`src/timer2_params.svh`:
```
// Constants for the 16-bit capture/reload timer: addresses, bit positions, resets, divisors
// Behaviour
// - Rollover from FFFF sets overflow flag, raising the interrupt request until software clears
// - Overflow flag is never set while either baud select bit is one
// - Software writing one to either flag raises the timer interrupt request
// - With edge enable set, trigger pin falling edge sets the external edge flag
// - Receive baud select picks this timer's or the other timer's overflow
// - Transmit baud select picks this timer's or the other timer's overflow
// - Baud mode counts once per two clocks; counter/timer select is ignored
// - Edge enable permits capture or reload only outside baud mode; zero ignores pin
// - Run control one counts; zero halts counting, but a trigger reload still loads the count bytes
// - Counter/timer select zero counts prescaled ticks; one counts count pin falling edges
// - In baud mode capture select is ignored and every overflow reloads
// - Reload mode overflow loads count high and low from reload registers
// - Reload mode with edge enable: trigger falling edge reloads and sets edge flag
// - Capture mode with edge enable: trigger edge copies count, sets flag, keeps counting
// - Capture mode overflow still sets overflow flag and interrupt request
// - Baud mode overflow reloads from reload registers and forms the baud tick
// - Receive and transmit baud selections act independently
// - Only the primary serial port gets ticks; no secondary port output exists
// - Control register at C8 is byte and bit addressable
`ifndef TIMER2_PARAMS_SVH
`define TIMER2_PARAMS_SVH

`define CTRL_ADDR 8'hc8
`define RCAP_LO_ADDR 8'hc9
`define RCAP_HI_ADDR 8'hca
`define COUNT_LO_ADDR 8'hcb
`define COUNT_HI_ADDR 8'hcc
`define CTRL_BIT_BASE 5'h19
`define CTRL_RESET 8'h00
`define RCAP_RESET 16'h0000
`define COUNT_RESET 16'h0000
`define COUNT_MAX 16'hffff
`define COUNT_WRAP 16'h0000
`define COUNT_STEP 16'h0001
`define TICK_DIV_SLOW 4'hc
`define TICK_DIV_FAST 4'h4
`define PRESC_ONE 4'h1
`define PRESC_RESET 4'h0
`define READ_IDLE 8'h00

`endif

```
`src/timer2_pkg.sv`:
```
// Types shared by the timer modules
package timer2_pkg;
   typedef struct packed {
      logic overflow_flag;
      logic external_edge_flag;
      logic rx_baud_select;
      logic tx_baud_select;
      logic external_edge_enable;
      logic run_control;
      logic counter_select;
      logic capture_reload_select;
   } ctrl_s;

   typedef enum logic [1:0] {
      MODE_RELOAD = 2'b00,
      MODE_CAPTURE = 2'b01,
      MODE_BAUD = 2'b10
   } mode_e;
endpackage

```
`src/pin_edge_if.sv`:
```
// Carrier for a synchronised pin level and its falling-edge pulse
interface pin_edge_if;
   logic level;
   logic fall;
   modport det (output level, output fall);
   modport use_side (input level, input fall);
endinterface

```
`src/capture_reload_timer.sv`:
```
// 16-bit timer with auto-reload, capture and baud generation behind the SFR port
`include "timer2_params.svh"

module capture_reload_timer (
   input wire logic REF_CLK,
   input wire logic SYS_RST,
   input wire logic [7:0] SFR_ADDR,
   input wire logic SFR_WR,
   input wire logic [7:0] SFR_WDATA,
   input wire logic SFR_RD,
   output logic [7:0] SFR_RDATA,
   input wire logic [7:0] SFR_BIT_ADDR,
   input wire logic SFR_BIT_WR,
   input wire logic SFR_BIT_VAL,
   input wire logic SFR_BIT_RD,
   output logic SFR_BIT_RDATA,
   input wire logic TICK_SPEED_SELECT,
   input wire logic TRIGGER_PIN,
   input wire logic COUNT_INPUT_PIN,
   input wire logic OTHER_TIMER_OVF,
   output logic RX_BAUD_TICK,
   output logic TX_BAUD_TICK,
   output logic TIMER_INT_REQ
);
   timer2_pkg::ctrl_s ctrl_ff;
   timer2_pkg::ctrl_s nxt_ctrl;
   timer2_pkg::mode_e mode;
   logic [15:0] count_ff;
   logic [15:0] nxt_count;
   logic [15:0] rcap_ff;
   logic [15:0] nxt_rcap;
   logic [3:0] presc_ff;
   logic half_ff;
   logic [7:0] rdata_ff;
   logic bit_rdata_ff;
   logic rx_tick_ff;
   logic tx_tick_ff;
   logic baud_mode;
   logic presc_tick;
   logic count_inc;
   logic roll;
   logic trig_act;
   logic ctrl_bit_hit;
   logic [3:0] presc_last;
   logic [7:0] ctrl_bits;
   logic wr_ctrl;
   logic wr_rcap_lo;
   logic wr_rcap_hi;
   logic wr_count_lo;
   logic wr_count_hi;
   logic bit_wr_ctrl;
   logic ovf_set;
   logic edge_set;
   logic capture_now;
   logic [7:0] rd_mux;
   logic bit_rd_mux;

   pin_edge_if trig_edge ();
   pin_edge_if cnt_edge ();

   pin_edge_detect trig_sync (
      .clk(REF_CLK),
      .rst(SYS_RST),
      .pin_raw(TRIGGER_PIN),
      .edge_out(trig_edge.det)
   );

   pin_edge_detect cnt_sync (
      .clk(REF_CLK),
      .rst(SYS_RST),
      .pin_raw(COUNT_INPUT_PIN),
      .edge_out(cnt_edge.det)
   );

   assign baud_mode = ctrl_ff.rx_baud_select | ctrl_ff.tx_baud_select;
   assign ctrl_bit_hit = (SFR_BIT_ADDR[7:3] == `CTRL_BIT_BASE);
   // A byte write to the control register outranks a bit write in the same cycle
   assign bit_wr_ctrl = SFR_BIT_WR & ctrl_bit_hit & ~wr_ctrl;
   assign bit_rd_mux = ctrl_bit_hit & ctrl_bits_read(ctrl_ff, SFR_BIT_ADDR[2:0]);

   // One write strobe per register keeps the priorities below readable
   always_comb begin
      wr_ctrl = 1'b0;
      wr_rcap_lo = 1'b0;
      wr_rcap_hi = 1'b0;
      wr_count_lo = 1'b0;
      wr_count_hi = 1'b0;
      if (SFR_WR) begin
         if (SFR_ADDR == `CTRL_ADDR) begin
            wr_ctrl = 1'b1;
         end else if (SFR_ADDR == `RCAP_LO_ADDR) begin
            wr_rcap_lo = 1'b1;
         end else if (SFR_ADDR == `RCAP_HI_ADDR) begin
            wr_rcap_hi = 1'b1;
         end else if (SFR_ADDR == `COUNT_LO_ADDR) begin
            wr_count_lo = 1'b1;
         end else if (SFR_ADDR == `COUNT_HI_ADDR) begin
            wr_count_hi = 1'b1;
         end
      end
   end

   always_comb begin
      if (baud_mode) begin
         mode = timer2_pkg::MODE_BAUD;
      end else if (ctrl_ff.capture_reload_select) begin
         mode = timer2_pkg::MODE_CAPTURE;
      end else begin
         mode = timer2_pkg::MODE_RELOAD;
      end
   end

   // Timer ticks: prescaler runs free so the first tick after start may come early
   assign presc_last = (TICK_SPEED_SELECT ? `TICK_DIV_FAST : `TICK_DIV_SLOW) - `PRESC_ONE;
   assign presc_tick = (presc_ff >= presc_last);

   always_ff @(posedge REF_CLK) begin
      if (SYS_RST) begin
         presc_ff <= `PRESC_RESET;
      end else if (presc_tick) begin
         presc_ff <= `PRESC_RESET;
      end else begin
         presc_ff <= presc_ff + `PRESC_ONE;
      end
   end

   // Divider runs free, so the first baud count after entry may land one clock early
   always_ff @(posedge REF_CLK) begin
      if (SYS_RST) begin
         half_ff <= 1'b0;
      end else begin
         half_ff <= ~half_ff;
      end
   end

   always_comb begin
      if (!ctrl_ff.run_control) begin
         count_inc = 1'b0;
      end else if (baud_mode) begin
         count_inc = half_ff;
      end else if (ctrl_ff.counter_select) begin
         count_inc = cnt_edge.fall;
      end else begin
         count_inc = presc_tick;
      end
   end

   assign roll = count_inc & (count_ff == `COUNT_MAX);
   // Pin capture and reload act only outside baud mode; the edge flag is set in any mode
   assign trig_act = trig_edge.fall & ctrl_ff.external_edge_enable & ~baud_mode;
   assign ovf_set = roll & ~baud_mode;
   assign edge_set = trig_edge.fall & ctrl_ff.external_edge_enable;
   assign capture_now = trig_act & (mode == timer2_pkg::MODE_CAPTURE);

   // Count: a software write beats the hardware update in the same cycle
   always_comb begin
      nxt_count = count_ff;
      if (wr_count_lo) begin
         nxt_count[7:0] = SFR_WDATA;
      end else if (wr_count_hi) begin
         nxt_count[15:8] = SFR_WDATA;
      end else begin
         case (mode)
            timer2_pkg::MODE_BAUD: begin
               if (roll) begin
                  nxt_count = rcap_ff;
               end else if (count_inc) begin
                  nxt_count = count_ff + `COUNT_STEP;
               end
            end
            // Capture mode wraps to zero: the reload registers hold the last capture
            timer2_pkg::MODE_CAPTURE: begin
               if (roll) begin
                  nxt_count = `COUNT_WRAP;
               end else if (count_inc) begin
                  nxt_count = count_ff + `COUNT_STEP;
               end
            end
            default: begin
               if (roll || trig_act) begin
                  nxt_count = rcap_ff;
               end else if (count_inc) begin
                  nxt_count = count_ff + `COUNT_STEP;
               end
            end
         endcase
      end
   end

   always_ff @(posedge REF_CLK) begin
      if (SYS_RST) begin
         count_ff <= `COUNT_RESET;
      end else begin
         count_ff <= nxt_count;
      end
   end

   // A capture wins over a software write so the event is never lost
   always_comb begin
      nxt_rcap = rcap_ff;
      if (capture_now) begin
         nxt_rcap = count_ff;
      end else if (wr_rcap_lo) begin
         nxt_rcap[7:0] = SFR_WDATA;
      end else if (wr_rcap_hi) begin
         nxt_rcap[15:8] = SFR_WDATA;
      end
   end

   always_ff @(posedge REF_CLK) begin
      if (SYS_RST) begin
         rcap_ff <= `RCAP_RESET;
      end else begin
         rcap_ff <= nxt_rcap;
      end
   end

   // Control: byte or bit write first, then hardware sets win over clears
   always_comb begin
      ctrl_bits = ctrl_ff;
      if (wr_ctrl) begin
         ctrl_bits = SFR_WDATA;
      end else if (bit_wr_ctrl) begin
         ctrl_bits[SFR_BIT_ADDR[2:0]] = SFR_BIT_VAL;
      end
      nxt_ctrl = timer2_pkg::ctrl_s'(ctrl_bits);
      if (ovf_set) begin
         nxt_ctrl.overflow_flag = 1'b1;
      end
      if (edge_set) begin
         nxt_ctrl.external_edge_flag = 1'b1;
      end
   end

   always_ff @(posedge REF_CLK) begin
      if (SYS_RST) begin
         ctrl_ff <= timer2_pkg::ctrl_s'(`CTRL_RESET);
      end else begin
         ctrl_ff <= nxt_ctrl;
      end
   end

   // Read mux is decoded every cycle; only the strobe decides when it is captured
   always_comb begin
      rd_mux = `READ_IDLE;
      if (SFR_ADDR == `CTRL_ADDR) begin
         rd_mux = ctrl_ff;
      end else if (SFR_ADDR == `RCAP_LO_ADDR) begin
         rd_mux = rcap_ff[7:0];
      end else if (SFR_ADDR == `RCAP_HI_ADDR) begin
         rd_mux = rcap_ff[15:8];
      end else if (SFR_ADDR == `COUNT_LO_ADDR) begin
         rd_mux = count_ff[7:0];
      end else if (SFR_ADDR == `COUNT_HI_ADDR) begin
         rd_mux = count_ff[15:8];
      end
   end

   // Reads return one cycle after the strobe; unmapped addresses read zero
   always_ff @(posedge REF_CLK) begin
      if (SYS_RST) begin
         rdata_ff <= `READ_IDLE;
      end else if (SFR_RD) begin
         rdata_ff <= rd_mux;
      end
   end

   always_ff @(posedge REF_CLK) begin
      if (SYS_RST) begin
         bit_rdata_ff <= 1'b0;
      end else if (SFR_BIT_RD) begin
         bit_rdata_ff <= bit_rd_mux;
      end
   end

   function automatic logic ctrl_bits_read(input logic [7:0] value, input logic [2:0] idx);
      ctrl_bits_read = value[idx];
   endfunction

   // Only the primary port is fed; the two selections are steered separately
   always_ff @(posedge REF_CLK) begin
      if (SYS_RST) begin
         rx_tick_ff <= 1'b0;
      end else begin
         rx_tick_ff <= ctrl_ff.rx_baud_select ? roll : OTHER_TIMER_OVF;
      end
   end

   always_ff @(posedge REF_CLK) begin
      if (SYS_RST) begin
         tx_tick_ff <= 1'b0;
      end else begin
         tx_tick_ff <= ctrl_ff.tx_baud_select ? roll : OTHER_TIMER_OVF;
      end
   end

   assign SFR_RDATA = rdata_ff;
   assign SFR_BIT_RDATA = bit_rdata_ff;
   assign RX_BAUD_TICK = rx_tick_ff;
   assign TX_BAUD_TICK = tx_tick_ff;
   // Flag bits come straight from the control register, so a software set also requests
   assign TIMER_INT_REQ = ctrl_ff.overflow_flag | ctrl_ff.external_edge_flag;
endmodule

```
`src/pin_edge_detect.sv`:
```
// Three-stage pin synchroniser with agreement filter and falling-edge pulse
module pin_edge_detect (
   input wire logic clk,
   input wire logic rst,
   input wire logic pin_raw,
   pin_edge_if.det edge_out
);
   logic meta_ff;
   logic sync_a_ff;
   logic sync_b_ff;
   logic level_ff;
   logic fall_ff;

   // The first stage feeds only the second stage
   always_ff @(posedge clk) begin
      if (rst) begin
         meta_ff <= 1'b1;
         sync_a_ff <= 1'b1;
         sync_b_ff <= 1'b1;
      end else begin
         meta_ff <= pin_raw;
         sync_a_ff <= meta_ff;
         sync_b_ff <= sync_a_ff;
      end
   end

   // Level idles high so the release of reset never fakes an edge
   always_ff @(posedge clk) begin
      if (rst) begin
         level_ff <= 1'b1;
         fall_ff <= 1'b0;
      end else begin
         if (sync_a_ff == sync_b_ff) begin
            level_ff <= sync_b_ff;
         end
         fall_ff <= level_ff & ~sync_a_ff & ~sync_b_ff;
      end
   end

   assign edge_out.level = level_ff;
   assign edge_out.fall = fall_ff;
endmodule

```
`config.mk`:
```
export PLATFORM = sky130hd
export DESIGN_NAME = capture_reload_timer
export DESIGN_NICKNAME = d
export VERILOG_FILES = /design/src/timer2_pkg.sv /design/src/pin_edge_if.sv /design/src/capture_reload_timer.sv /design/src/pin_edge_detect.sv
export VERILOG_INCLUDE_DIRS = /design/src
export SDC_FILE = /design/constraint.sdc
export NUM_CORES = 1
export LEC_CHECK = 0
export ABC_AREA = 1
export BUFFER_PORTS_ARGS = -buffer_cell sky130_fd_sc_hd__buf_2
export CAP_MARGIN = 15
export CORE_MARGIN = 8
export CORE_UTILIZATION = 45
export DETAILED_ROUTE_END_ITERATION = 10
export HOLD_SLACK_MARGIN = 0.06
export PLACE_DENSITY = 0.63
export SYNTH_ARGS = -nofsm -noshare
export SYNTH_HDL_FRONTEND = slang
export SYNTH_HIERARCHICAL = 1
export SYNTH_SLANG_ARGS = --single-unit
```
`constraint.sdc`:
```
create_clock -name REF_CLK -period 1.85 [get_ports REF_CLK]
set_input_delay 0.0925 -clock REF_CLK [delete_from_list [all_inputs] [get_ports REF_CLK]]
set_output_delay 0.0925 -clock REF_CLK [all_outputs]
set_load 0.03 [all_outputs]
```
# [Word-level counts from Yosys, hierarchy flattened]
# Cells that the tools add are included.
[word_totals] ff_bits=66 in_bits=35 out_inout_bits=12 word_cells=131
[classes] addsub=3 magnitude_cmp=3 eq_ne=13 mux=54 n_bitwise=21 n_reduce_logical=9
[op_table] operator="8-bit two-way mux" count=13
[op_table] operator="16-bit two-way mux" count=5
[op_table] operator="8-bit equality test, second input constant" count=5
[op_table] operator="16-bit case mux with 2 select lines" count=1
[op_table] operator="1-bit two-way mux" count=30
[op_table] operator="16-bit by 1-bit adder with 16-bit output, second input constant" count=1
[op_table] operator="16-bit equality test, second input constant" count=1
[op_table] operator="1-bit bitwise AND" count=12
[op_table] operator="8-bit bitwise mux" count=1
[op_table] operator="1-bit inverter" count=7
[op_table] operator="2-bit nonzero test" count=3
[op_table] operator="3-bit nonzero test" count=2
[op_table] operator="5-bit equality test, second input constant" count=1
[op_table] operator="4-bit by 1-bit adder with 4-bit output, second input constant" count=1
[op_table] operator="4-bit >= comparator" count=1
[op_table] operator="3-bit by 4-bit < comparator with 1-bit output, second input constant" count=1
[op_table] operator="4-bit two-way mux" count=1
[op_table] operator="4-bit by 1-bit subtractor with 4-bit output, second input constant" count=1
[op_table] operator="1-bit binary-select mux with 3-bit select" count=1
[op_table] operator="1-bit demux with 3-bit select" count=1
[op_table] operator="3-bit by 1-bit >= comparator with 1-bit output, second input constant" count=1
[op_table] operator="1-bit equality test" count=2
[op_table] operator="2-bit by 1-bit equality test with 1-bit output, second input constant" count=1
[op_table] operator="2-bit equality test, second input constant" count=1
[op_table] operator="8 further kinds" count=9

# [Longest topological paths before layout]
[depth] word_depth=12 mapped_depth=13 mapped_depth_nobuf=13

# [Hierarchy]
# Netlist, hierarchy kept.
[modules_own_cells] mod="capture_reload_timer" n_inst=1 cells_per_inst=571 area_per_inst_um2=3649.8 seq_area_each_um2=1121.1
[modules_own_cells] mod="pin_edge_detect" n_inst=2 cells_per_inst=18 area_per_inst_um2=156.4 seq_area_each_um2=100.1

# [Worst setup path after synthesis]
# No wires, ideal clock.
[synth_path] path_type="register to register" startpoint="register presc_ff[3]" endpoint="register count_ff[10]" arrival_time_ps=1622 path_slack_ps=159 path_stages_with_launch=13 period_less_slack_ps=1691 cell_sequence="dfxtp_1 -> ha_1 -> a21oi_1 -> nand2_1 -> nand2_1 -> nand2_2 -> nand4_2 -> nand2_4 -> inv_4 -> nand2_1 -> o21ai_2 -> nand2_1 -> a21oi_1"
[synth_between] elab_chain_cells=9 elab_cells_between_ends=12 cone_classes="order compare: 1; mux: 9; bitwise: 1; reduce/logical: 1"
[synth_lines] element="from (decl)" line_no="capture_reload_timer.sv:32" source="logic [3:0] presc_ff;"
[synth_lines] element="from (signal assigned)" line_no="capture_reload_timer.sv:119" source="presc_ff <= `PRESC_RESET;"
[synth_lines] element="from (signal assigned)" line_no="capture_reload_timer.sv:121" source="presc_ff <= `PRESC_RESET;"
[synth_lines] element="from (signal assigned)" line_no="capture_reload_timer.sv:123" source="presc_ff <= presc_ff + `PRESC_ONE;"
[synth_lines] element="4-bit >= comparator (*)" line_no="capture_reload_timer.sv:115" source="assign presc_tick = (presc_ff >= presc_last);"
[synth_lines] element="1-bit two-way mux (*)" line_no="capture_reload_timer.sv:141" source="end else if (ctrl_ff.counter_select) begin"
[synth_lines] element="1-bit two-way mux (*)" line_no="capture_reload_timer.sv:139" source="end else if (baud_mode) begin"
[synth_lines] element="1-bit two-way mux (*)" line_no="capture_reload_timer.sv:137" source="if (!ctrl_ff.run_control) begin"
[synth_lines] element="1-bit bitwise AND" line_no="capture_reload_timer.sv:148" source="assign roll = count_inc & (count_ff == `COUNT_MAX);"
[synth_lines] element="1-bit logical OR" line_no="capture_reload_timer.sv:180" source="if (roll || trig_act) begin"
[synth_lines] element="16-bit two-way mux" line_no="capture_reload_timer.sv:180"
[synth_lines] element="16-bit case mux with 2 select lines (*)" line_no="capture_reload_timer.sv:163" source="case (mode)"
[synth_lines] element="8-bit two-way mux (*)" line_no="capture_reload_timer.sv:160" source="end else if (wr_count_hi) begin"
[synth_lines] element="to (signal assigned)" line_no="capture_reload_timer.sv:192" source="count_ff <= `COUNT_RESET;"
[synth_lines] element="to (signal assigned)" line_no="capture_reload_timer.sv:194" source="count_ff <= nxt_count;"
[synth_lines] element="to (decl)" line_no="capture_reload_timer.sv:28" source="logic [15:0] count_ff;"
# Every way passes the cells marked *; elsewhere a longest branch is shown, timed or not.
# A chain may end at the register's enable or synchronous reset.

# [Final worst setup path]
[layout_path] startpoint="register count_ff[1]" endpoint="register count_ff[15]"
[layout_between] elab_chain_cells=6 elab_cells_between_ends=10 cone_classes="add/sub: 1; eq/ne: 1; mux: 6; bitwise: 1; reduce/logical: 1"
[layout_lines] element="branches (longest 4 deep; another with 16-bit by 1-bit adder with 16-bit output)"
[layout_lines] element="16-bit case mux with 2 select lines (*)" line_no="capture_reload_timer.sv:163"
[layout_lines] element="8-bit two-way mux (*)" line_no="capture_reload_timer.sv:160"
# Every way passes the cells marked *.

==> results.py <==
metrics = {
    "outcome": {
        "outcome": "finished clean",
    },
    "setup_path": {
        "critPathMostFrequentCell": "nand2_1",
        "slowest_stage": "dfxtp_2",
        "r2r_slack_ns": 0.07,
        "critPathMaxStageDelay_ns": 0.36,
        "ff2ff_path_depth": 13,
        "r2r_end": "count_ff[15]",
        "arrival_ns": 2.07,
        "cp_cell_sequence": "ha_2, nand3_2, inv_1, nand2_1, nor2_2, nand4_4, nand2_4, nand2_4, clkinv_2, nand2_1, nand2_1, nand2_1, a21oi_2",
        "startpoint_type": "flip-flop",
        "critPathCaptureType": "flip-flop",
        "cp_max_fo": 8,
        "r2r_start": "count_ff[1]",
        "critPathKind": "reg2reg",
        "cp.required_ns": 2.14,
    },
    "cells_and_area": {
        "num_antenna_cells": 0,
        "drive_above_1_share_pct": 24.6,
        "final_area_sq_um": 5000,
        "final_cell_mix": "nand2_1, inv_1, dfxtp_1, o21ai_0, a21oi_1",
        "area_delta_synth_final_pct": 26.2,
        "final_nets": 731,
        "layout_commonest_cell": "nand2_1",
    },
    "route": {
        "ant_nets": 0,
        "dr_total_vias": 4462,
        "drt-met1-wl_mm": 6.10,
        "firstDrtPassIters": 5,
        "wl_met2_mm": 5.96,
        "highest_layer": "met4",
        "drtIter0Drc": 340,
        "wirelength_mm": 13.5,
        "drc": 0,
        "via_per_inst": 5.54,
        "routedWlPerCell_microns": 16.8,
        "wl_met3_microns": 949,
    },
    "timing": {
        "slew_violations": 0,
        "worst_slack_ns": 0.0701,
        "setup_viol": 0,
        "timing_hold_violations_final": 0,
        "fin_skew_ns": 0.00949,
        "min_period_over_period_pct": 96.2,
        "period_needed_ns": 1.78,
        "slew_headroom_pct": 61.5,
        "worst_pin_slew_ns": 0.577,
        "rsz0062_at_grt": "yes",
        "fmax_mhz": 562,
        "final.setup.tns_ns": 0,
    },
    "yosys": {
        "synth.ff_latch_count": 66,
        "netlist_instances": 607,
        "synth_area_sq_um": 3960,
        "seq_area_frac_synth_pct": 33.3,
        "ys_types": 43,
        "synth_fp_nets": 645,
        "postSynth.asyncResetShare_pct": 0,
        "synthTopCellsByArea": "dfxtp_1, nand2_1, o21ai_0",
        "synth-main-ff-cell": "dfxtp_1",
        "synth_largest_area_cell": "dfxtp_1",
        "synth_edf_count": 0,
        "synth.avg_cell_area_sq_um": 6.53,
        "synth_top_area_share_pct": 33.3,
        "yosysWarnings": 6,
    },
    "pwr": {
        "ir_worst_vdd_mv": 0.425,
        "power_mw": 3.17,
        "p_leak_nw": 2.03,
        "p_per_area_nw_per_um2": 634,
    },
    "cts": {
        "clk_pin_slew_ns": 0.08,
        "cts_buffers": 9,
        "clockBufferDepth": 2,
        "cts_htree_levels": 3,
        "cts_tree": "built",
        "clk_latency_ns": 0.35,
        "clock_sinks": 66,
        "cts_root_buf": "clkbuf_8",
    },
    "floorplan": {
        "die_h_microns": 110,
        "io_pins": 47,
        "core_sq_um": 8640,
        "start_util_pct": 45.9,
        "die_area_sq_um": 12100,
        "die_w_microns": 110,
        "fp-row-count": 34,
    },
    "global_route": {
        "grt_max_degree": 39,
        "grt_pass1_wl_mm": 21.4,
        "globalRouteOverflowTotal": 0,
        "grt_pass1_vias": 4171,
        "track_usage_pct": 23.0,
        "antenna_found_initial": 0,
    },
    "hold_path": {
        "holdCritStartpoint": "SFR_BIT_VAL",
        "min_to": "ctrl_ff[5]",
        "whs_path_depth": 3,
        "min-delay-path-class": "in2reg",
    },
    "run": {
        "maxCapViolCount": 0,
    },
    "placed_design": {
        "dp_hpwl_mm": 10.5,
        "place_area_sq_um": 4520,
        "place_ws_ns": -0.0274,
        "port_buffers": 46,
        "gp_congestion": 0.955,
    },
}
==> through the flow <==
step | cells | utilization, % | hold WS [ns]
after floorplan | 607 | - | 0.173
after global placement | 782 | 52.4 | 0.277
after detailed placement | 782 | 52.4 | 0.278
after CTS | 802 | 55.9 | 0.0624
after global routing | 806 | 57.9 | 0.0766
final | 806 | 57.9 | 0.0684
==> Yosys cell counts, types with 6 or more instances <==
cell and count:
nor3_1 9, nor2_1 33, xor2_1 6, nand3_1 44, o22ai_1 9, o21ai_0 56, clkbuf_1 6, dfxtp_1 66
inv_1 66, o21ai_1 7, inv_2 10, a21oi_1 53, nor2_2 6, a41oi_1 8, nand2_1 167
==> power by group <==
part           leakage [nW]  switching, mW  internal [mW]  total (mW)
Clock                 0.109          0.616          0.798        1.41
Combinational          1.38          0.185          0.102       0.286
Sequential            0.538         0.0190           1.45        1.47
Total                  2.03          0.819           2.35        3.17
==> routing by layer <==
| layer | global-route usage [%] | up-vias |
|---|---|---|
| li1 | - | 2187 |
| met1 | 30.5 | 2026 |
| met2 | 34.8 | 207 |
| met3 | 3.81 | 42 |
| met4 | 12.4 | 0 |
| met5 | 0 | - |
==> state kept, by name, summed over array words and instances (netlist names), 4 cells and up <==
register,count
rcap_ff,16
SFR_RDATA,8
count_ff,16
ctrl_ff,8
presc_ff,4
==> timing repair <==
action	4_1_cts	5_1_grt
pin swaps	6	12
resized for setup	7	39
gates cloned	0	1
hold endpoints to repair	5	0
hold buffers	4	0
setup buffers	1	3
endpoints found under the setup margin	8	17
==> logic make-up after synthesis <==
group	share of synthesized area, %
AOI/OAI and AO/OA	21.0
xor gates and xnor gates	1.33
adders and majority gates	0.947
buffers and inverters	9.13
DFF	33.3
and+or+nand+nor	34.2
==> worst max path at each step <==
stage / cells past startpoint / slack [ns] / start / to
after global placement: 12 / 0.01 / presc_ff[3] / count_ff[14]
after global routing: 13 / -0.03 / count_ff[1] / count_ff[15]
after floorplan: 12 / 0.16 / presc_ff[3] / count_ff[10]
after CTS: 12 / 0.02 / presc_ff[3] / count_ff[10]
final: 13 / 0.07 / count_ff[1] / count_ff[15]
after detailed placement: 12 / -0.03 / presc_ff[3] / count_ff[15]
==> worst max-delay path: cells and delay by family, from the launching register on <==
kind | cells | cell delay [ns]
buf+inv | 2 | 0.17
compound gates | 1 | 0.14
fa+ha+maj | 1 | 0.20
simple gates | 9 | 0.85
flops | 1 | 0.36
==> layout make-up <==
class	instances	area, sq um
clock inverters	6	88.8
inverters	79	313
repair inverters	1	5.00
repair buffers	87	556
fillers	858	3640
well taps	108	135
multi-input cells	449	2440
flip-flops and latches	66	1330
clock buffers	10	138
Note: power is estimated with default switching activity, not from simulation.
